<file path="config.mk">
export PLATFORM = sky130hd
export DESIGN_NAME = srg_cmd
export DESIGN_NICKNAME = d
export VERILOG_FILES = /design/src/verilog/srg_dummy_none.sv /design/src/verilog/srg_pkg.sv /design/src/verilog/srg_cmd.sv
export SDC_FILE = /design/constraint.sdc
export NUM_CORES = 1
export LEC_CHECK = 0
export BUFFER_PORTS_ARGS = -buffer_cell sky130_fd_sc_hd__buf_2
export CORE_MARGIN = 2
export CORE_UTILIZATION = 56
export CTS_CLUSTER_SIZE = 25
export DETAILED_ROUTE_END_ITERATION = 8
export GPL_TIMING_DRIVEN = 0
export HOLD_SLACK_MARGIN = 0.03
export PLACE_DENSITY = 0.78
export SETUP_SLACK_MARGIN = 0.2
export SLEW_MARGIN = 40
export SYNTH_ARGS = -nofsm -noshare
export SYNTH_HDL_FRONTEND = slang
export SYNTH_SLANG_ARGS = --single-unit
</file>
<file path="constraint.sdc">
create_clock -name clk -period 2.43 [get_ports clk]
set_input_delay 0.486 -clock clk [delete_from_list [all_inputs] [get_ports clk]]
set_output_delay 0.486 -clock clk [all_outputs]
set_load 0.01 [all_outputs]
</file>
<file path="src/verilog/srg_dummy_none.sv">
`timescale 1ns/1ps

</file>
<file path="src/verilog/srg_pkg.sv">
package srg_pkg;
	localparam int CLK_MHZ       = 125;
	localparam int SLOW_DELAY_NS = 15;
	// least delay, so round up to whole cycles
	localparam int SLOW_CYCLES   = (SLOW_DELAY_NS * CLK_MHZ + 999) / 1000;

	localparam logic [4:0] BYTE_LAST = 5'h07;
	localparam logic [4:0] DAC_LAST  = 5'h0f;

	localparam logic [7:0] CMD_RESET_MASK = 8'hf8;
	localparam logic [7:0] CMD_RESET_VAL  = 8'h08;
	localparam logic [7:0] CMD_PIN_MASK   = 8'hfc;
	localparam logic [7:0] CMD_PIN_VAL    = 8'h00;
	localparam logic [7:0] CMD_DAC_MASK   = 8'hf0;
	localparam logic [7:0] CMD_DAC_VAL    = 8'h10;

	localparam logic [1:0] PIN_OP_CONFIG = 2'h3;
	localparam logic [1:0] PIN_OP_WRITE  = 2'h2;
	localparam logic [1:0] PIN_OP_READ   = 2'h1;

	localparam int RST_FULL_BIT = 2;
	localparam int RST_SLOW_BIT = 1;
	localparam int RST_BIAS_BIT = 0;

	// clock mode 10: clock_select_high and reference_select_high set
	localparam logic [7:0] SETUP_RESET   = 8'h28;
	localparam int         CKSEL_LOW_BIT = 4;

	localparam logic [3:0] DAC_CTRL_RESET = 4'h1;
	localparam int         PIN_FIELD_LSB  = 4;
	localparam logic [7:0] PIN_CFG_RESET  = 8'h00;
	// write bits high so every pin powers up as a tri-stated input
	localparam logic [7:0] PIN_WR_RESET   = 8'hf0;
	localparam logic [3:0] PIN_READ_PAD   = 4'h0;

	typedef struct packed {
		logic [3:0]  ctrl;
		logic [11:0] data;
	} srg_dac_word_type;

	typedef enum logic [2:0] {
		ST_CMD,
		ST_CFG,
		ST_WR,
		ST_RD,
		ST_DAC
	} srg_state_type;
endpackage

</file>
<file path="src/verilog/srg_cmd.sv">
`timescale 1ns/1ps
module srg_cmd (
	input  wire logic                      clk,
	input  wire logic                      srst,
	input  wire logic                      cs_n,
	input  wire logic                      sclk,
	input  wire logic                      din,
	output logic                           dout,
	input  wire logic [3:0]                pin_in,
	output logic      [3:0]                pin_out,
	output logic      [3:0]                pin_oe,
	output logic                           bias_force_on,
	output logic                           slow_out,
	output logic                           fifo_clear,
	output logic                           full_reset,
	output logic      [7:0]                setup_state,
	output logic                           wakeup_skip,
	output srg_pkg::srg_dac_word_type      dac_word,
	output logic                           dac_word_valid,
	output logic                           dac_reg_clear,
	output logic                           dac_reg_preset
);
	logic                  sclk_s1, sclk_s2, sclk_d;
	logic                  cs_s1, cs_s2, cs_d;
	logic                  din_s1, din_s2;
	logic [3:0]            pin_s1, pin_s2;
	logic                  sclk_fall;
	logic                  cs_rise;
	logic                  unit_done;
	logic                  cmd_done;
	logic [4:0]            bit_cnt;
	logic [15:0]           shift;
	logic [15:0]           next_shift;
	logic [7:0]            next_byte;
	srg_pkg::srg_state_type state;
	logic [7:0]            pin_cfg, pin_wr;
	logic [7:0]            cfg_pend, wr_pend;
	logic                  cfg_have, wr_have;
	logic [7:0]            rd_shift;
	logic                  dout_q;
	logic [srg_pkg::SLOW_CYCLES-1:0] dly;

	function automatic logic is_cmd(input logic [7:0] b, input logic [7:0] m,
			input logic [7:0] v);
		is_cmd = (b & m) == v;
	endfunction

	// first stages feed only the second stages
	always_ff @(posedge clk) begin
		sclk_s1 <= sclk;
		sclk_s2 <= sclk_s1;
		sclk_d  <= sclk_s2;
		cs_s1   <= cs_n;
		cs_s2   <= cs_s1;
		cs_d    <= cs_s2;
		din_s1  <= din;
		din_s2  <= din_s1;
		pin_s1  <= pin_in;
		pin_s2  <= pin_s1;
	end

	assign sclk_fall  = sclk_d && !sclk_s2 && !cs_s2;
	assign cs_rise    = !cs_d && cs_s2;
	assign next_shift = {shift[14:0], din_s2};
	assign next_byte  = next_shift[7:0];
	assign unit_done  = sclk_fall
		&& (bit_cnt == ((state == srg_pkg::ST_DAC) ? srg_pkg::DAC_LAST : srg_pkg::BYTE_LAST));
	assign cmd_done   = unit_done && (state == srg_pkg::ST_CMD);

	// frame bit counter; chip select high holds it idle
	always_ff @(posedge clk) begin
		if (srst || cs_s2) begin
			bit_cnt <= 5'h00;
			shift   <= 16'h0000;
		end else if (sclk_fall) begin
			shift   <= next_shift;
			bit_cnt <= unit_done ? 5'h00 : bit_cnt + 5'h01;
		end
	end

	// a dropped frame falls back to command state, losing any partial DAC word
	always_ff @(posedge clk) begin
		if (srst || cs_s2) begin
			state <= srg_pkg::ST_CMD;
		end else if (unit_done) begin
			case (state)
				srg_pkg::ST_CMD: begin
					if (is_cmd(next_byte, srg_pkg::CMD_DAC_MASK, srg_pkg::CMD_DAC_VAL)) begin
						state <= srg_pkg::ST_DAC;
					end else if (is_cmd(next_byte, srg_pkg::CMD_PIN_MASK,
							srg_pkg::CMD_PIN_VAL)) begin
						case (next_byte[1:0])
							srg_pkg::PIN_OP_CONFIG: state <= srg_pkg::ST_CFG;
							srg_pkg::PIN_OP_WRITE:  state <= srg_pkg::ST_WR;
							srg_pkg::PIN_OP_READ:   state <= srg_pkg::ST_RD;
							default:                state <= srg_pkg::ST_CMD;
						endcase
					end else begin
						state <= srg_pkg::ST_CMD;
					end
				end
				default: state <= srg_pkg::ST_CMD;
			endcase
		end
	end

	// reset command decode
	always_ff @(posedge clk) begin
		if (srst) begin
			bias_force_on <= 1'b0;
			slow_out      <= 1'b0;
			fifo_clear    <= 1'b0;
			full_reset    <= 1'b0;
		end else begin
			fifo_clear <= 1'b0;
			full_reset <= 1'b0;
			if (cmd_done && is_cmd(next_byte, srg_pkg::CMD_RESET_MASK,
					srg_pkg::CMD_RESET_VAL)) begin
				full_reset    <= next_byte[srg_pkg::RST_FULL_BIT];
				slow_out      <= next_byte[srg_pkg::RST_SLOW_BIT];
				bias_force_on <= next_byte[srg_pkg::RST_BIAS_BIT];
				fifo_clear    <= !next_byte[srg_pkg::RST_FULL_BIT]
					|| next_byte[srg_pkg::RST_SLOW_BIT]
					|| next_byte[srg_pkg::RST_BIAS_BIT];
			end
		end
	end

	// setup register lives elsewhere; only its power-on image is held here
	always_ff @(posedge clk) begin
		if (srst || full_reset) begin
			setup_state <= srg_pkg::SETUP_RESET;
		end
	end

	assign wakeup_skip = bias_force_on && setup_state[srg_pkg::CKSEL_LOW_BIT];

	// pin data bytes wait for chip-select rise so a half shifted byte never shows
	always_ff @(posedge clk) begin
		if (srst || cs_rise) begin
			cfg_have <= 1'b0;
			wr_have  <= 1'b0;
		end else if (unit_done && state == srg_pkg::ST_CFG) begin
			cfg_pend <= next_byte;
			cfg_have <= 1'b1;
		end else if (unit_done && state == srg_pkg::ST_WR) begin
			wr_pend <= next_byte;
			wr_have <= 1'b1;
		end
	end

	// not touched by full_reset
	always_ff @(posedge clk) begin
		if (srst) begin
			pin_cfg <= srg_pkg::PIN_CFG_RESET;
			pin_wr  <= srg_pkg::PIN_WR_RESET;
		end else if (cs_rise) begin
			if (cfg_have) begin
				pin_cfg <= cfg_pend;
			end
			if (wr_have) begin
				pin_wr <= wr_pend;
			end
		end
	end

	genvar gi;
	generate
		for (gi = 0; gi < 4; gi++) begin : g_pin
			always_ff @(posedge clk) begin
				if (srst) begin
					pin_out[gi] <= 1'b0;
					pin_oe[gi]  <= 1'b0;
				end else begin
					// driven high only when configured as output, else low or released
					pin_out[gi] <= pin_cfg[srg_pkg::PIN_FIELD_LSB+gi]
						&& pin_wr[srg_pkg::PIN_FIELD_LSB+gi];
					pin_oe[gi]  <= pin_cfg[srg_pkg::PIN_FIELD_LSB+gi]
						|| !pin_wr[srg_pkg::PIN_FIELD_LSB+gi];
				end
			end

		end
	endgenerate

	// read data: four zero bits, then C1 C0 A1 A0
	always_ff @(posedge clk) begin
		if (srst || cs_s2) begin
			rd_shift <= 8'h00;
		end else if (cmd_done && next_byte == {6'h00, srg_pkg::PIN_OP_READ}) begin
			rd_shift <= {srg_pkg::PIN_READ_PAD, pin_s2};
		end else if (sclk_fall && state == srg_pkg::ST_RD) begin
			rd_shift <= {rd_shift[6:0], 1'b0};
		end
	end

	// output delay line; slow mode trades speed for hold margin
	always_ff @(posedge clk) begin
		if (srst) begin
			dout_q <= 1'b0;
			dly    <= '0;
			dout   <= 1'b0;
		end else begin
			dout_q <= (state == srg_pkg::ST_RD) && rd_shift[7];
			dly    <= {dly[srg_pkg::SLOW_CYCLES-2:0], dout_q};
			dout   <= slow_out ? dly[srg_pkg::SLOW_CYCLES-1] : dout_q;
		end
	end

	// DAC word capture on the sixteenth falling edge only
	always_ff @(posedge clk) begin
		if (srst) begin
			dac_word       <= '0;
			dac_word_valid <= 1'b0;
			dac_reg_clear  <= 1'b0;
			dac_reg_preset <= 1'b0;
		end else begin
			dac_word_valid <= 1'b0;
			dac_reg_clear  <= 1'b0;
			dac_reg_preset <= 1'b0;
			if (unit_done && state == srg_pkg::ST_DAC) begin
				dac_word       <= next_shift;
				dac_word_valid <= 1'b1;
				if (next_shift[15:12] == srg_pkg::DAC_CTRL_RESET) begin
					dac_reg_clear  <= !next_shift[11];
					dac_reg_preset <= next_shift[11];
				end
			end
		end
	end
endmodule

</file>
==> Flow_metrics.wiki <==
{| class="wikitable"
! Metric !! Value
|-
| Mean routed wirelength per cell || roughly 13 microns
|-
| Synth async-reset ratio || 0
|-
| Clk Latency, worst-skew pair || around 0.36 ns
|-
| GRT Overall Usage || 0.190
|-
| Non-filler cells, final || 496
|-
| Max Fclk || between 0.4 and 0.5 GHz
|-
| CP max stage delay || 0.57 ns
|-
| # setup viols final || 0
|-
| Min cycle time layout || roughly 2.0 ns
|-
| Setup crit end kind || flip-flop
|-
| Top-level port count || 50
|-
| Fillers || between 500 and 600
|-
| Number of clock sinks || 100
|-
| CP cell instances || or3b_1, buf_4, nor4_2, nand3_1, mux2i_1
|-
| Floorplan core area || between 0.006 and 0.007 sq mm
|-
| Std cell rows || 29
|-
| Clock-pin slew on the worst setup and hold paths || roughly 0.090 ns
|-
| Total leakage power || between 0.0015 and 0.002 uW
|-
| Fin worst setup slack || 0.381 ns
|-
| Post-detailed-route DRC marker count || 0
|-
| Die Outline Area || a little over 0.007 sq mm
|-
| Area taken by multi-input logic gates || 0.00138 sq mm
|-
| Post-layout power || about 2700 uW
|-
| Post-CTS Hold Buffers || 0
|-
| Vias in the first global route || roughly 2,200
|-
| Slowest CP cell || nor4_2
|-
| Synthesized cell area || between 0.003 and 0.004 sq mm
|-
| Cell internal power dissipation || approximately 2100 uW
|-
| Number of nets in the layout || roughly 430
|-
| Antenna violations before repair || 0
|-
| Via-to-Cell Ratio || approximately 5.2
|-
| Count of input and output buffers || 39
|-
| Part of the power in combinational logic || 0.030
|-
| Flop pwr share || 0.627
|-
| Antenna diode instance count || 0
|-
| Detailed-routing iteration count for the pre-antenna-repair pass || 4
|-
| Longest Clk Path Bufs || 2
|-
| Footprint of the flip-flops and latches || 0.00208 sq mm
|-
| Synthesized instance count || about 350
|-
| Status || complete, no violations
|-
| Final number of hold-violating endpoints || 0
|-
| Crit path DAT || ~2.3 ns
|-
| Post-Layout Inst Area || between 0.004 and 0.005 sq mm
|-
| CTS tree || done
|-
| Data required time at the worst endpoint || approximately 2.7 ns
|-
| Via count || 2,558
|-
| Number of cells in the design after placement || 477
|-
| Largest net degree at the start of global routing || 16
|-
| Worst-case headroom to the max-slew limit || 0.526
|-
| Max FO, Critical Path || 8
|-
| Warnings, synthesis || 0
|-
| Area growth syn-to-layout || 15.0%
|-
| Top FF cell, synth || dfxtp_1
|-
| Summed negative setup slack over all endpoints || 0 ns
|-
| Buf/Inv on CP || 1
|-
| Initial core utilization || 0.570
|-
| Sw Ratio || 0.226
|-
| Horizontal die dimension || 84.0 microns
|-
| Post-route fraction of the period consumed by the critical path || 0.843
|-
| Max-capacitance violation count || 0
|-
| Power Dens Cells || 650 mW/mm^2
|-
| Clock root cell || clkbuf_8
|-
| Flop and latch count out of synthesis || 100
|-
| Share of the yosys chip area belonging to registers || 0.582
|-
| Clock group share of total power || 0.343
|-
| H-tree lvl count || 3
|-
| Net switching power || approximately 610 uW
|-
| Classification of the worst setup path || reg -> reg
|-
| First-pass GRT wire length || ~11 mm
|-
| Avg Cell Area, Syn || 10.1 sq um
|-
| Routability cong. || a little under 0.9
|-
| Unrepaired setup endpoints after global routing || no
|-
| Path class of the lowest-slack min-delay path || in -> reg
|-
| Largest clock skew in the final design || between 0.007 and 0.008 ns
|-
| Overall routed net length || between 6 and 7 mm
|-
| Num CTS Buffers || 9
|-
| Max IR drop VDD || 0.000358 V
|-
| Category of the worst setup path launch point || flip-flop
|-
| GR Overflow Total || 0
|-
| Category of cells accounting for the largest share of critical-path delay || simple AND/OR/NAND/NOR gates
|-
| DP HPWL || around 4.4 mm
|-
| Final count of pins violating max slew || 0
|-
| Y dimension of the die || 84.0 microns
|-
| Initial DRC count || roughly 110
|-
| Setup slack after placement || -0.0117 ns
|-
| Number of enable flip-flop cells after synthesis || 8
|-
| Library cells used by synthesis || 40
|-
| Fraction of final layout cells sized beyond drive strength 1 || 0.184
|-
| Transition time at the pin with the least slew margin || between 0.7 and 0.8 ns
|-
| Area post-placement || slightly below 0.004 sq mm
|-
| Residual antenna-violating net count after detailed routing || 0
|}
==> cells in the final DEF (no fill, tap or decap), drive strengths merged, types with 2 or more instances in the layout <==
| cell type | Yosys | layout |
|---|---|---|
| buf | 13 | 55 |
| xnor2 | 2 | 2 |
| o31ai | 4 | 4 |
| or4 | 3 | 3 |
| a41o | 3 | 3 |
| nand4 | 3 | 3 |
| ha | 4 | 4 |
| nor2 | 29 | 29 |
| conb | 2 | 9 |
| a211o | 5 | 5 |
| nand3 | 9 | 9 |
| inv | 10 | 11 |
| nor3 | 9 | 9 |
| nor4 | 3 | 3 |
| mux2i | 28 | 28 |
| and3 | 6 | 6 |
| clkinv | 0 | 2 |
| clkbuf | 12 | 24 |
| a21oi | 31 | 31 |
| nor3b | 5 | 5 |
| nand2 | 55 | 55 |
| or2 | 3 | 3 |
| dfxtp | 92 | 92 |
| edfxtp | 8 | 8 |
| nor2b | 3 | 3 |
==> worst paths after layout <==
kind,start,end,slack (ns),depth (start not counted)
max reg2reg,cs_s2,rd_shift[0],0.38,5
max,cs_s2,rd_shift[0],0.38,5
min,pin_in[3],pin_s1[3],0.22,1
min reg2reg,cs_s1,cs_s2,0.33,0
==> routing by layer <==
metal,global-route usage,vias up,part of all wire
met3,0.0653,9,0.049
met4,0.0660,0,0.015
met1,0.246,1168,0.48
met5,0,-,0
met2,0.297,59,0.45
li1,-,1322,-
==> cell type report <==
| class | count | area share |
|---|---|---|
| Clock buffer | 12 | 0.0328 |
| Tap cell | 77 | 0.0234 |
| Multi-Input combinational cell | 226 | 0.336 |
| Timing Repair Buffer | 42 | 0.0529 |
| Sequential cell | 100 | 0.506 |
| Buffer | 25 | 0.0337 |
| Clock inverter | 4 | 0.00608 |
| Inverter | 10 | 0.00912 |
==> cells by family after synthesis <==
kind of cell / after synthesis / share of synthesized area
buffers and inverters: 35 / 0.0493
DFF: 100 / 0.582
AOI/OAI and AO/OA: 46 / 0.0783
other: 2 / 0.00210
adders and majority gates: 4 / 0.0140
and+or+nand+nor: 136 / 0.189
xor gates and xnor gates: 3 / 0.00734
muxes: 28 / 0.0783
==> synth_stat cells, types with 2 or more instances <==
cell,count,area share
a211o_1,5,0.012
a21oi_1,31,0.043
a41o_1,3,0.0084
and3_1,6,0.010
buf_1,2,0.0021
buf_4,10,0.021
clkbuf_1,12,0.013
conb_1,2,0.0021
dfxtp_1,92,0.51
edfxtp_1,8,0.067
ha_1,4,0.014
inv_1,10,0.010
mux2i_1,28,0.078
nand2_1,55,0.058
nand3_1,9,0.013
nand4_1,3,0.0052
nor2_1,28,0.029
nor2b_1,3,0.0052
nor3_1,9,0.013
nor3b_1,5,0.010
nor4_2,2,0.0070
o31ai_1,4,0.0084
or2_2,3,0.0052
or4_1,3,0.0063
xnor2_1,2,0.0049
==> flip-flops by register name, summed over array words and instances, names as in the netlist, 2 cells and up <==
signal,flops
dly,2
bit_cnt,5
wr_pend,4
shift,15
pin_s2,4
pin_oe,4
rd_shift,8
dac_word,16
pin_wr,4
pin_out,4
pin_s1,4
cfg_pend,4
pin_cfg,4
state,3
==> what timing repair did <==
item	CTS	global route
endpoints found under the setup margin	18	18
resized for setup	4	2
setup buffers	0	3
hold endpoints to repair	0	0
pin swaps	1	1
==> stage by stage <==
step	util	hold slack (ns)
final	0.656	0.218
after global routing	0.656	0.202
after CTS	0.650	0.204
after detailed placement	0.622	0.312
after global placement	0.621	0.310
after floorplan	-	0.310
==> power groups by stage <==
stage / registers, uW / clock network [uW] / logic (uW)
2_1_floorplan: 1710 / 0 / 58.0
3_3_place_gp: 1720 / 0 / 77.5
3_5_place_dp: 1720 / 0 / 78.8
4_1_cts: 1680 / 933 / 79.8
5_1_grt: 1680 / 1000 / 89.4
6_report: 1680 / 917 / 81.2
(Power assumes the default switching activity.)
